## src/hdl/dfb_defines.vh

```
`ifndef DFB_DEFINES_VH
`define DFB_DEFINES_VH

// ----------------------------------------------------------------------
// Command/address word layout
// ----------------------------------------------------------------------
`define DFB_CA_WIDTH      48
`define DFB_CA_BYTES      6
`define DFB_CA_RW_BIT     47
`define DFB_CA_TARGET_BIT 46
`define DFB_CA_BURST_BIT  45
`define DFB_CA_HP_LO      16
`define DFB_HP_HI_512     37
`define DFB_HP_HI_256     36
`define DFB_HP_HI_128     35
`define DFB_CA_WORD_HI    2
`define DFB_CA_WORD_LO    0

// ----------------------------------------------------------------------
// Latency configuration
// ----------------------------------------------------------------------
`define DFB_LAT_CODE_HI   7
`define DFB_LAT_CODE_LO   4
`define DFB_LAT_BASE      5'h05
`define DFB_LAT_MAX       5'h10
`define DFB_LAT_CODE_MAX  4'hb
`define DFB_NONVOLATILE_CONFIG_REG_DEFAULT  8'hb0

// ----------------------------------------------------------------------
// Burst geometry in words
// ----------------------------------------------------------------------
`define DFB_PAGE_BITS     4
`define DFB_WRAP_SEL_16B  2'h0
`define DFB_WRAP_SEL_32B  2'h1

`endif

```

## src/hdl/dfb_sync.v

```verilog
`timescale 1ns/1ps
`default_nettype none

// ----------------------------------------------------------------------
// Two-flop synchroniser for pins outside the ref_clk domain
// ----------------------------------------------------------------------
module dfb_sync #(
	parameter WIDTH   = 1,
	parameter RST_VAL = 0
) (
	// Clock and reset
	input  wire             ref_clk,
	input  wire             sys_rst,
	// Asynchronous input and synchronised output
	input  wire [WIDTH-1:0] asyncIn,
	output wire [WIDTH-1:0] syncOut
);

	reg [WIDTH-1:0] meta_q;
	reg [WIDTH-1:0] stable_q;

	always @(posedge ref_clk) begin
		if (sys_rst) begin
			meta_q   <= RST_VAL[WIDTH-1:0];
			stable_q <= RST_VAL[WIDTH-1:0];
		end else begin
			meta_q   <= asyncIn;
			stable_q <= meta_q;
		end
	end

	assign syncOut = stable_q;

endmodule // dfb_sync

`default_nettype wire

```

## src/hdl/dfb_bus_port.v

```verilog
// Notes on behaviour
// - Three clocks carry six command/address bytes.
// - Upper byte on rising edge, lower falling.
// - Bit 47 set means read, clear write.
// - Bit 46 space select is ignored.
// - Bit 45 chooses wrapped or linear read.
// - Half-page address from bits 37/36/35 to 16.
// - Bits 2-0 select starting word.
// - Writes carry one word, or linear load.
// - Writes go into the command buffer.
// - Array access starts after second command word.
// - After latency, strobe toggles with each byte.
// - Wrapped wraps, linear advances, hybrid wraps once.
// - Linear burst past array end restarts at zero.
// - First page crossing waits latency minus words.
// - Small wraps never cross; 64-byte may wait.
// - Codes 0-11 give 5-16 clocks.
// - Code from config bits 7-4, default 16.
// - Hardware reset reinitialises and floats outputs.
// - Reset output low until timeout after power-on.
// - Interrupt output pulled low on internal event.
`timescale 1ns/1ps
`default_nettype none
`include "dfb_defines.vh"

module dfb_bus_port #(
	parameter HP_HI  = `DFB_HP_HI_512,
	parameter HP_W   = HP_HI - 15,
	parameter ADDR_W = HP_HI - 12,
	parameter POR_W  = 16
) (
	// Clock and reset
	input  wire              ref_clk,
	input  wire              sys_rst,
	// Flash bus pins
	input  wire              csN,
	input  wire              busClockTrue,
	input  wire              busClockComp,
	input  wire [7:0]        dqIn,
	output wire [7:0]        dqOut,
	output wire              dqOeN,
	output wire              readDataStrobe,
	output wire              readDataStrobeOeN,
	input  wire              hwResetN,
	output wire              porResetOutN,
	output wire              porResetOutOeN,
	output wire              intOutN,
	output wire              intOutOeN,
	// Configuration
	input  wire              volatileCfgValid,
	input  wire [7:0]        volatileCfgReg,
	input  wire              nvCfgWrite,
	input  wire [7:0]        nvCfgData,
	output wire [7:0]        nonvolatileConfigReg,
	input  wire              hybridBurst,
	input  wire [1:0]        wrapLenSel,
	input  wire [POR_W-1:0]  porLowCycles,
	// Array read port
	output wire              arrayStart,
	output wire [HP_W-1:0]   arrayHalfPage,
	output wire [ADDR_W-1:0] arrayAddr,
	input  wire [15:0]       arrayData,
	// Command buffer port
	output wire              cmdBufValid,
	output wire [ADDR_W-1:0] cmdBufAddr,
	output wire [15:0]       cmdBufData,
	// Internal events and status
	input  wire              eventPulse,
	input  wire              intClear,
	output wire              deviceReady
);

	// ------------------------------------------------------------------
	// States
	// ------------------------------------------------------------------
	localparam ST_IDLE = 3'h0;
	localparam ST_CA   = 3'h1;
	localparam ST_LAT  = 3'h2;
	localparam ST_RD   = 3'h3;
	localparam ST_WR   = 3'h4;
	localparam ST_END  = 3'h5;

	// ------------------------------------------------------------------
	// Pin synchronisers
	// ------------------------------------------------------------------
	wire [7:0] dqS;
	wire [3:0] ctlS;
	wire       csS;
	wire       ckS;
	wire       ckbS;
	wire       rstS;

	dfb_sync #(.WIDTH(4), .RST_VAL(4'h9)) u_syncCtl (
		.ref_clk (ref_clk),
		.sys_rst (sys_rst),
		.asyncIn ({csN, busClockTrue, busClockComp, hwResetN}),
		.syncOut (ctlS)
	);

	dfb_sync #(.WIDTH(8), .RST_VAL(8'h00)) u_syncDq (
		.ref_clk (ref_clk),
		.sys_rst (sys_rst),
		.asyncIn (dqIn),
		.syncOut (dqS)
	);

	assign csS  = ctlS[3];
	assign ckS  = ctlS[2];
	assign ckbS = ctlS[1];
	assign rstS = ctlS[0];

	// ------------------------------------------------------------------
	// Registers
	// ------------------------------------------------------------------
	reg [2:0]        state_q;
	reg              csPrev_q;
	reg              ckPrev_q;
	reg [2:0]        byteCnt_q;
	reg [39:0]       caShift_q;
	reg [ADDR_W-1:0] addr_q;
	reg              linear_q;
	reg              hybLin_q;
	reg [4:0]        lat_q;
	reg [4:0]        latCnt_q;
	reg [4:0]        gap_q;
	reg              crossed_q;
	reg [5:0]        words_q;
	reg              wordPend_q;
	reg [7:0]        lowByte_q;
	reg [7:0]        hiByte_q;
	reg [7:0]        dqOut_q;
	reg              dqOeN_q;
	reg              strobe_q;
	reg              strobeOeN_q;
	reg              arrayStart_q;
	reg [HP_W-1:0]   halfPage_q;
	reg              cmdValid_q;
	reg [ADDR_W-1:0] cmdAddr_q;
	reg [15:0]       cmdData_q;
	reg [7:0]        nvCfg_q;
	reg [POR_W-1:0]  porCnt_q;
	reg              porDone_q;
	reg              intPend_q;
	wire             intPend_d;

	// ------------------------------------------------------------------
	// Edge detection and latency decode
	// ------------------------------------------------------------------
	wire       rise     = ckS & ~ckPrev_q;
	wire       fall     = ~ckS & ckPrev_q;
	wire       txStart  = ~csS & csPrev_q & ~ckS & ckbS;
	wire [7:0] cfgSel   = volatileCfgValid ? volatileCfgReg : nvCfg_q;
	wire [3:0] latCode  = cfgSel[`DFB_LAT_CODE_HI:`DFB_LAT_CODE_LO];
	// Reserved codes fall back to the slowest setting, which is always safe.
	wire [4:0] latDec   = (latCode > `DFB_LAT_CODE_MAX) ? `DFB_LAT_MAX :
	                      (`DFB_LAT_BASE + {1'b0, latCode});
	wire [47:0] caFull  = {caShift_q, dqS};
	wire [31:0] caUpper = {caShift_q[23:0], dqS};

	// ------------------------------------------------------------------
	// Next read address
	// ------------------------------------------------------------------
	wire [2:0]        wrapBits  = (wrapLenSel == `DFB_WRAP_SEL_16B) ? 3'h3 :
	                              (wrapLenSel == `DFB_WRAP_SEL_32B) ? 3'h4 : 3'h5;
	wire [5:0]        wrapWords = 6'h01 << wrapBits;
	wire [ADDR_W-1:0] wrapMask  = {{(ADDR_W-6){1'b0}}, wrapWords - 6'h01};
	wire [ADDR_W-1:0] incAddr   = addr_q + {{(ADDR_W-1){1'b0}}, 1'b1};
	wire [ADDR_W-1:0] grpBase   = addr_q & ~wrapMask;
	wire              linMode   = linear_q | hybLin_q;
	wire              hybSwitch = ~linMode & hybridBurst & (words_q + 6'h01 == wrapWords);
	wire [6:0]        wordsNext = {1'b0, words_q} + 7'h01;
	reg  [ADDR_W-1:0] nextAddr;

	always @* begin
		if (linMode) begin
			nextAddr = incAddr;
		end else if (hybSwitch) begin
			nextAddr = grpBase + {{(ADDR_W-6){1'b0}}, wrapWords};
		end else begin
			nextAddr = grpBase | (incAddr & wrapMask);
		end
	end

	wire pageCross = nextAddr[ADDR_W-1:`DFB_PAGE_BITS] != addr_q[ADDR_W-1:`DFB_PAGE_BITS];
	// Only linear flow, the hybrid switch out of a group and the 64-byte wrap can leave the page at all.
	wire gapAllowed = linMode | hybSwitch | (wrapBits == 3'h5);
	wire [4:0] gapCalc = ({2'h0, lat_q} > wordsNext) ? (lat_q - wordsNext[4:0]) : 5'h00;

	// ------------------------------------------------------------------
	// Bus state machine
	// ------------------------------------------------------------------
	always @(posedge ref_clk) begin
		if (sys_rst | ~rstS | ~porDone_q) begin
			state_q      <= ST_IDLE;
			csPrev_q     <= 1'b1;
			ckPrev_q     <= 1'b0;
			byteCnt_q    <= 3'h0;
			caShift_q    <= 40'h0;
			addr_q       <= {ADDR_W{1'b0}};
			linear_q     <= 1'b0;
			hybLin_q     <= 1'b0;
			lat_q        <= `DFB_LAT_MAX;
			latCnt_q     <= 5'h00;
			gap_q        <= 5'h00;
			crossed_q    <= 1'b0;
			words_q      <= 6'h00;
			wordPend_q   <= 1'b0;
			lowByte_q    <= 8'h00;
			hiByte_q     <= 8'h00;
			dqOut_q      <= 8'h00;
			dqOeN_q      <= 1'b1;
			strobe_q     <= 1'b0;
			strobeOeN_q  <= 1'b1;
			arrayStart_q <= 1'b0;
			halfPage_q   <= {HP_W{1'b0}};
			cmdValid_q   <= 1'b0;
			cmdAddr_q    <= {ADDR_W{1'b0}};
			cmdData_q    <= 16'h0000;
		end else begin
			csPrev_q     <= csS;
			ckPrev_q     <= ckS;
			arrayStart_q <= 1'b0;
			cmdValid_q   <= 1'b0;
			if (csS && state_q != ST_IDLE) begin
				// Deselect ends any phase at once and releases the pins.
				state_q     <= ST_IDLE;
				dqOeN_q     <= 1'b1;
				strobeOeN_q <= 1'b1;
				strobe_q    <= 1'b0;
			end else begin
				case (state_q)
				ST_IDLE: begin
					if (txStart) begin
						state_q     <= ST_CA;
						byteCnt_q   <= 3'h0;
						strobe_q    <= 1'b0;
						strobeOeN_q <= 1'b0;
					end
				end
				ST_CA: begin
					if (rise || fall) begin
						caShift_q <= {caShift_q[31:0], dqS};
						byteCnt_q <= byteCnt_q + 3'h1;
						if (byteCnt_q == 3'h3) begin
							halfPage_q   <= caUpper[HP_HI-16:0];
							arrayStart_q <= caUpper[31];
						end
						if (byteCnt_q == 3'h5) begin
							// The space select bit is deliberately not decoded.
							addr_q    <= {caFull[HP_HI:`DFB_CA_HP_LO],
							              caFull[`DFB_CA_WORD_HI:`DFB_CA_WORD_LO]};
							linear_q  <= caFull[`DFB_CA_BURST_BIT];
							hybLin_q  <= 1'b0;
							lat_q     <= latDec;
							latCnt_q  <= 5'h00;
							gap_q     <= 5'h00;
							crossed_q <= 1'b0;
							words_q   <= 6'h00;
							state_q   <= caFull[`DFB_CA_RW_BIT] ? ST_LAT : ST_WR;
						end
					end
				end
				ST_LAT: begin
					if (rise) begin
						if (latCnt_q == lat_q) begin
							dqOut_q    <= arrayData[15:8];
							lowByte_q  <= arrayData[7:0];
							dqOeN_q    <= 1'b0;
							strobe_q   <= 1'b1;
							wordPend_q <= 1'b1;
							state_q    <= ST_RD;
						end else begin
							latCnt_q <= latCnt_q + 5'h01;
						end
					end
				end
				ST_RD: begin
					if (rise) begin
						if (gap_q != 5'h00) begin
							gap_q <= gap_q - 5'h01;
						end else begin
							dqOut_q    <= arrayData[15:8];
							lowByte_q  <= arrayData[7:0];
							strobe_q   <= 1'b1;
							wordPend_q <= 1'b1;
						end
					end else if (fall && wordPend_q) begin
						dqOut_q    <= lowByte_q;
						strobe_q   <= 1'b0;
						wordPend_q <= 1'b0;
						addr_q     <= nextAddr;
						if (hybSwitch) begin
							hybLin_q <= 1'b1;
						end
						if (words_q != 6'h3f) begin
							words_q <= wordsNext[5:0];
						end
						if (pageCross && gapAllowed && !crossed_q) begin
							crossed_q <= 1'b1;
							gap_q     <= gapCalc;
						end
					end
				end
				ST_WR: begin
					if (rise) begin
						hiByte_q <= dqS;
					end else if (fall) begin
						cmdValid_q <= 1'b1;
						cmdAddr_q  <= addr_q;
						cmdData_q  <= {hiByte_q, dqS};
						addr_q     <= incAddr;
					end
				end
				ST_END: begin
					state_q <= ST_IDLE;
				end
				default: begin
					state_q <= ST_IDLE;
				end
				endcase
			end
		end
	end

	// ------------------------------------------------------------------
	// Configuration, power-on reset output and interrupt
	// ------------------------------------------------------------------
	always @(posedge ref_clk) begin
		if (sys_rst) begin
			nvCfg_q <= `DFB_NONVOLATILE_CONFIG_REG_DEFAULT;
		end else if (nvCfgWrite) begin
			nvCfg_q <= nvCfgData;
		end
	end

	// The timeout is read after release so a strap on the port is honoured.
	always @(posedge ref_clk) begin
		if (sys_rst) begin
			porCnt_q  <= {POR_W{1'b0}};
			porDone_q <= 1'b0;
		end else if (!porDone_q) begin
			if (porCnt_q >= porLowCycles) begin
				porDone_q <= 1'b1;
			end else begin
				porCnt_q <= porCnt_q + {{(POR_W-1){1'b0}}, 1'b1};
			end
		end
	end

	// A new event in the clearing cycle keeps the interrupt asserted.
	assign intPend_d = eventPulse | (intPend_q & ~intClear);

	always @(posedge ref_clk) begin
		if (sys_rst | ~rstS) begin
			intPend_q <= 1'b0;
		end else begin
			intPend_q <= intPend_d;
		end
	end

	// ------------------------------------------------------------------
	// Outputs
	// ------------------------------------------------------------------
	assign dqOut                = dqOut_q;
	assign dqOeN                = dqOeN_q;
	assign readDataStrobe       = strobe_q;
	assign readDataStrobeOeN    = strobeOeN_q;
	assign porResetOutN         = 1'b0;
	assign porResetOutOeN       = porDone_q;
	assign intOutN              = 1'b0;
	assign intOutOeN            = ~intPend_q;
	assign nonvolatileConfigReg = nvCfg_q;
	assign arrayStart           = arrayStart_q;
	assign arrayHalfPage        = halfPage_q;
	assign arrayAddr            = addr_q;
	assign cmdBufValid          = cmdValid_q;
	assign cmdBufAddr           = cmdAddr_q;
	assign cmdBufData           = cmdData_q;
	assign deviceReady          = porDone_q;

endmodule // dfb_bus_port

`default_nettype wire

```

## config.mk

```make
export PLATFORM = sky130hd
export DESIGN_NAME = dfb_bus_port
export DESIGN_NICKNAME = d
export VERILOG_FILES = /design/src/hdl/dfb_sync.v /design/src/hdl/dfb_bus_port.v
export VERILOG_INCLUDE_DIRS = /design/src /design/src/hdl
export SDC_FILE = /design/constraint.sdc
export NUM_CORES = 1
export LEC_CHECK = 0
export ABC_AREA = 1
export BUFFER_PORTS_ARGS = -buffer_cell sky130_fd_sc_hd__buf_2
export CELL_PAD_IN_SITES_DETAIL_PLACEMENT = 1
export CELL_PAD_IN_SITES_GLOBAL_PLACEMENT = 1
export CORE_MARGIN = 2
export CORE_UTILIZATION = 37
export CTS_CLUSTER_DIAMETER = 30
export DETAILED_ROUTE_END_ITERATION = 10
export MAX_ROUTING_LAYER = met4
export PLACE_DENSITY_LB_ADDON = 0.1
export SYNTH_ARGS = -nofsm -noshare
export SYNTH_HDL_FRONTEND = slang
export SYNTH_HIERARCHICAL = 1
export SYNTH_SLANG_ARGS = --single-unit
```

## constraint.sdc

```tcl
create_clock -name ref_clk -period 2.35 [get_ports ref_clk]
set_input_delay 0.47 -clock ref_clk [delete_from_list [all_inputs] [get_ports ref_clk]]
set_output_delay 0.47 -clock ref_clk [all_outputs]
set_load 0.02 [all_outputs]
```

# Word level (Yosys, flattened, before mapping)
# Cells that the tools add are included.
# op_classes
bitwise_logic	34
n_lt_le_gt_ge	3
reduce_logical	39
shift	1
eq_ne	31
mul	0
mux	72
add_sub_neg	11
n_div	0
# op_table
op	n
$mux 25	8
$mux 8	10
$pmux 25 s3	1
$mux 5	10
$pmux 8 s2	2
$mux 6	5
$ne 2x2->1 const B	15
$reduce_and 6->1	5
$reduce_and 7->1	4
$mux 3	9
$add 25x1->25 const B	1
$add 25x6->25	1
$and 25x25->25	1
$and 25x6->25	1
$not 6->25	1
$or 25x25->25	1
$ne 21x21->1	1
$pmux 5 s2	2
$mux 1	18
$add 16x1->16 const B	1
$ge 16x16->1	1
$not 1->1	16
$reduce_and 4->1	4
$ne 3x3->1 const B	4
other kinds (39)	69
# word_totals
register_bits	240
rom_bits	0
ramBits	0
mem_count	0
out_inout_bits	114
word_cells	224
latch_bits	0
in_bits	69

# Depth between registers and ports, before layout
# logic_depth
word_depth	17
ltp_mapped	21
mapped_depth_nobuf	21

# Modules after synthesis
# Netlist, hierarchy kept.
# modules_own_cells
mod	cells_per_inst	area_per_inst_um2	seq_area_each_um2	n_inst
dfb_bus_port	1527	10855.4	4184.0	1
dfb_sync (u_syncDq)	50	474.2	320.3	1
dfb_sync (u_syncCtl)	25	224.0	160.2	1

# Worst setup path after synthesis
# No wires, ideal clock.
# synth_timing
path_kind	reg-to-reg
from	register addr_q[4], in the netlist arrayAddr[4]
to	register gap_q[0]
stages_incl_launch_ff	21
required_ns	2.235
setup_ns	0.115
period_less_slack_ns	2.328
t_arrival_ns	2.213
path_slack_ns	0.022
path_buffers	1
path_cell_list	dfxtp_1 > clkbuf_2 > inv_1 > nor2_1 > ha_1 > inv_1 > nor2_1 > o21ai_0 > nand2_1 > nand2_1 > nand2_1 > nand3_1 > nand3_1 > nand2_1 > inv_1 > nor2_1 > nand2_1 > nand2_2 > nand2_4 > a21oi_1 > nor2_1
# synth_between
elab_chain_len	10
word_cells_on_any_way	12
classes_between	add/sub: 2; eq/ne: 2; mux: 2; bitwise: 3; reduce/logical: 3
# synth_rtl
element	line	rtl
from (decl)	dfb_bus_port.v:120	reg [ADDR_W-1:0] addr_q;
from (signal assigned)	dfb_bus_port.v:199	addr_q <= {ADDR_W{1'b0}};
from (signal assigned)	dfb_bus_port.v:250	addr_q <= {caFull[HP_HI:`DFB_CA_HP_LO],
from (signal assigned)	dfb_bus_port.v:291	addr_q <= nextAddr;
$add 25x1->25	dfb_bus_port.v:167	wire [ADDR_W-1:0] incAddr = addr_q + {{(ADDR_W-1){1'b0}}, 1'b1};
$and 25x6->25	dfb_bus_port.v:180	nextAddr = grpBase | (incAddr & wrapMask);
$or 25x25->25	dfb_bus_port.v:180	
$mux 25	dfb_bus_port.v:177	end else if (hybSwitch) begin
$mux 25	dfb_bus_port.v:175	if (linMode) begin
$ne 21x21->1 (*)	dfb_bus_port.v:184	wire pageCross = nextAddr[ADDR_W-1:`DFB_PAGE_BITS] != addr_q[ADDR_W-1:`DFB_PAGE_BITS];
$logic_and 1x1->1 (*) (2 in a row)	dfb_bus_port.v:298	if (pageCross && gapAllowed && !crossed_q) begin
$ne 3x3->1 (no line) (*)	n/a	
$reduce_and 7->1 (no line) (*)	n/a	
to (signal assigned)	dfb_bus_port.v:280	gap_q <= gap_q - 5'h01;
to (signal assigned)	dfb_bus_port.v:300	gap_q <= gapCalc;
to (decl)	dfb_bus_port.v:125	reg [4:0] gap_q;
# Every way passes the cells marked *; elsewhere a longest branch is shown, timed or not.
# A chain may end at the register's enable or synchronous reset.

# Final worst setup path
# layout_timing
from	register words_q[1]
to	register gap_q[4]
# layout_between
elab_chain_len	10
word_cells_on_any_way	20
classes_between	add/sub: 3; order compare: 1; eq/ne: 3; mux: 7; bitwise: 3; reduce/logical: 3
# layout_rtl
element	line	rtl
from (decl)	dfb_bus_port.v:127	reg [5:0] words_q;
from (signal assigned)	dfb_bus_port.v:296	words_q <= wordsNext[5:0];
$add 6x1->6	dfb_bus_port.v:170	wire hybSwitch = ~linMode & hybridBurst & (words_q + 6'h01 == wrapWords);
$eq 6x6->1	dfb_bus_port.v:170	
$and 1x1->1	dfb_bus_port.v:170	
$mux 25	dfb_bus_port.v:177	
$mux 25	dfb_bus_port.v:175	
$ne 21x21->1	dfb_bus_port.v:184	
$logic_and 1x1->1 (2 in a row)	dfb_bus_port.v:298	
$ne 3x3->1 (no line)	n/a	
$reduce_and 7->1 (no line)	n/a	
# Several ways; a longest one is shown, not always the timed one. The select of a mux whose other input is x is not followed.

==> summary.txt <==
Clock network
  • Reg clk slew, reported paths: 0.04 ns
  • H-Tree Level Count: 3
  • CTS sink cnt: 233
  • TritonCTS clock tree: built
  • CTS Root Cell: clkbuf_16
  • Num CTS Buffers: 66
  • CTS Buffer Depth: 3
  • Clock Latency Late Sink: 0.55 ns

Route
  • DR vias: 12000
  • Final ANT Viol Nets: 0
  • Detailed Route Iter0 Violations: 516
  • DR vias/cell: 5.17
  • # DRC: 0
  • TritonRoute pass-1 iters: 5
  • Drt total wl: 39700 um
  • Routed WL per cell: 17.0 um

Cells and area
  • Fin cells: 2328
  • Fraction of layout cells with a size suffix above 1: 25.5%
  • Design area: 0.0160 sq mm
  • Number of nets in the layout: 1997
  • Area of the multi-input gates: 0.00612 sq mm
  • N_diodes: 0
  • P&R area growth vs syn: 38.7%
  • Reg area: 0.00467 sq mm
  • # fillers: 3816

Setup path
  • Crit path max fanout: 5
  • Worst R2R End: gap_q[4]$_SDFFE_PP0P_
  • CP Class: flop to flop
  • Reg2reg path depth: 15
  • CP required: 2.82 ns
  • Crit path DAT: 2.86 ns
  • Startpoint type of the worst setup path: flop
  • R2r startpoint: words_q[1]$_SDFFE_PP0P_
  • Flop-to-flop setup slack: -0.03 ns
  • Endpoint class of the critical path: flop

Synth
  • Synth Cell Area: 0.0116 sq mm
  • Async SR Flop Fraction: 0%
  • Leading area contributor after synthesis: dfxtp_1
  • Ys Warns: 6
  • Number of synthesized register bits: 233
  • Synth area leaders: dfxtp_1 40%, nand2_1 8.5%, a21oi_1 7.0%, o21ai_0 6.2%, nor2_1 6.1%
  • Syn avg cell area: 7.21 sq um
  • Post-synthesis sequential area ratio: 40.4%
  • Synth Flop Type: dfxtp_1
  • Synth Instances: 1602
  • Post-synth top area share: 40.4%
  • Post-synth EDFFs: 0
  • Distinct cells, synth: 53

Power and ir drop
  • Power, Total: 12.9 mW
  • Internal: 10.1 mW
  • P_sw: 2.78 mW
  • Clk pwr share: 66.8%
  • Combinational share of power: 2.0%
  • Flop pwr share: 31.3%
  • Worst VDD drop: 0.000564 V
  • Static leakage: 6.98 nW
  • Switch share: 21.6%
  • PwrDens: 804 mW/mm^2

GRT
  • Vias in the first global route: 12400
  • Antenna violations before repair: 0
  • Largest net degree at the start of global routing: 101
  • Total gr overflow: 0
  • First-pass GRT wire length: 63700 um
  • Total track usage: 24.4%

Worst hold path
  • Hold wc startpoint: dqIn[6]
  • Hold path cells: 3
  • Hold Path End: u_syncDq/meta_q[6]$_SDFF_PP0_
  • Worst hold path class: input pin to flop

Placed design
  • Detailed-placement wirelength estimate: 26700 um
  • Pre-CTS worst setup slack: -0.280 ns
  • Placement Cell Area: 0.0135 sq mm
  • PortBufs: 176
  • DP Cell Count: 2210
  • GP Congestion: 0.904

Timing
  • FMAX: 0.419 GHz
  • Final Hold Fails: 0
  • Part of the cycle the worst path needs: 101%
  • Final setup vio count: 1
  • Worst slew pin tran: 0.602 ns
  • Setup TNS: -0.0343 ns
  • Final min period: 2.38 ns
  • Fin. max-slew vios: 0
  • Post-route setup slack: -0.0343 ns
  • Final Skew: 0.0180 ns
  • RSZ-0062 raised after global routing: true
  • Slew headroom: 59.5%

Status
  • Failing checks: negative setup slack
  • Outcome: finished, violations left

Floorplan
  • Die extent in y: 181 um
  • Core region area: 0.0307 sq mm
  • Row count: 64
  • Starting Density: 37.7%
  • I/O pin count: 183
  • DIE AREA: 0.0327 sq mm
  • Die width: 181 um

Flow run
  • Max-capacitance violation count: 0
==> cells in the final DEF, fill, tap and decap left out, drive strengths merged, types with 29 or more instances in the layout <==
cell	instances
o21ai	148
nand3	61
clkbuf	96
nand2	274
nor2	200
a21oi	161
dfxtp	233
xor2	40
inv	193
ha	39
a211oi	29
buf	286
nor3	37
==> logic make-up (layout without fill, tap and decap cells) <==
logic type	Yosys count	count (layout)	synth area share, %
mux	1	1	0.0866
simple gates	612	613	22.9
other cells	1	7	0.0325
compound gates	394	394	18.9
fa+ha+maj	40	40	4.40
flops	233	233	40.4
buf+inv	271	594	9.53
xor+xnor	50	50	3.79
==> state kept, by name (all words and copies together), names as in the netlist, 16 cells and up <==
register       cells
porCnt_q          16
cmdBufAddr        25
arrayAddr         25
arrayHalfPage     22
cmdBufData        16
caShift_q         33
==> cell usage after synthesis (3+ instances only) <==
cell type / instances
o22ai_1: 4
ha_1: 39
or2_2: 5
nor4_1: 4
nand2_1: 262
nand4_1: 26
inv_1: 181
xnor2_1: 10
nor2_2: 11
o31ai_1: 4
a211oi_1: 29
a221oi_1: 7
nor3_1: 34
clkinv_1: 3
buf_1: 4
nand2_4: 3
xor2_1: 40
nand3b_1: 3
a31oi_1: 13
nor2_1: 187
nand3_1: 60
a21oi_1: 161
clkbuf_1: 47
buf_2: 15
nand2_2: 8
dfxtp_1: 233
o21ai_1: 4
inv_2: 11
o21bai_1: 4
o21ai_0: 143
buf_4: 3
o211ai_1: 16
==> how the worst max path moves through the flow <==
stage | start | end | slack, ns | depth (start not counted)
5_1_grt | words_q[0]$_SDFFE_PP0P_ | gap_q[4]$_SDFFE_PP0P_ | -0.16 | 15
2_1_floorplan | arrayAddr[4]$_SDFFE_PP0P_ | gap_q[0]$_SDFFE_PP0P_ | 0.02 | 20
3_3_place_gp | wrapLenSel[1] | arrayAddr[13]$_SDFFE_PP0P_ | -0.17 | 18
3_5_place_dp | wrapLenSel[1] | arrayAddr[13]$_SDFFE_PP0P_ | -0.28 | 18
6_report | words_q[1]$_SDFFE_PP0P_ | gap_q[4]$_SDFFE_PP0P_ | -0.03 | 15
4_1_cts | words_q[1]$_SDFFE_PP0P_ | gap_q[4]$_SDFFE_PP0P_ | 0.007 | 16
==> critical path: stages (launching register included) <==
cell,delay [ns]
dfxtp_4,0.36
ha_4,0.28
inv_4,0.04
ha_4,0.25
inv_2,0.04
o21bai_4,0.13
a21oi_2,0.08
nor2_2,0.12
nor2_1,0.08
o21bai_1,0.20
nand2_2,0.14
o31ai_2,0.22
inv_1,0.10
nand3_2,0.08
nand2_2,0.06
nor2_1,0.14
==> metrics by stage <==
| stage | hold slack, ns | utilization, % |
|---|---|---|
| after floorplan | 0.386 | - |
| after global placement | 0.389 | 43.9 |
| after detailed placement | 0.397 | 43.9 |
| after CTS | 0.101 | 51.2 |
| after global routing | 0.127 | 52.2 |
| final | 0.116 | 52.2 |
==> per-layer routing <==
layer	track usage (%)	vias up	share of wire [%]
met5	-	-	0
met4	8.03	0	2.3
met3	4.15	84	4.3
met2	40.1	233	48
met1	30.5	5832	46
li1	-	5892	-
==> timing repair <==
item,4_1_cts,5_1_grt
gates resized for setup,9,70
buffers inserted,1,4
cloned,0,1
hold buffers,0,0
endpoints found under the setup margin,5,42
pin swaps,3,29
==> cell type report <==
class	instances	area share [%]
sequential	233	29.2
inverter	196	4.64
tap	396	3.09
multi-input combinational	1105	38.2
timing repair buffer	286	11.2
clock inverter	16	1.59
clock buffer	96	12.1
==> power groups by stage <==
| stage | clock, mW | combinational, mW | sequential, mW |
|---|---|---|---|
| finish | 8.60 | 0.255 | 4.03 |
| global route | 9.00 | 0.294 | 4.03 |
| CTS | 8.75 | 0.254 | 4.03 |
| detailed placement | 0 | 0.251 | 4.10 |
| global placement | 0 | 0.245 | 4.10 |
| floorplan | 0 | 0.131 | 4.10 |
Note: power is estimated with default switching activity, not from simulation.
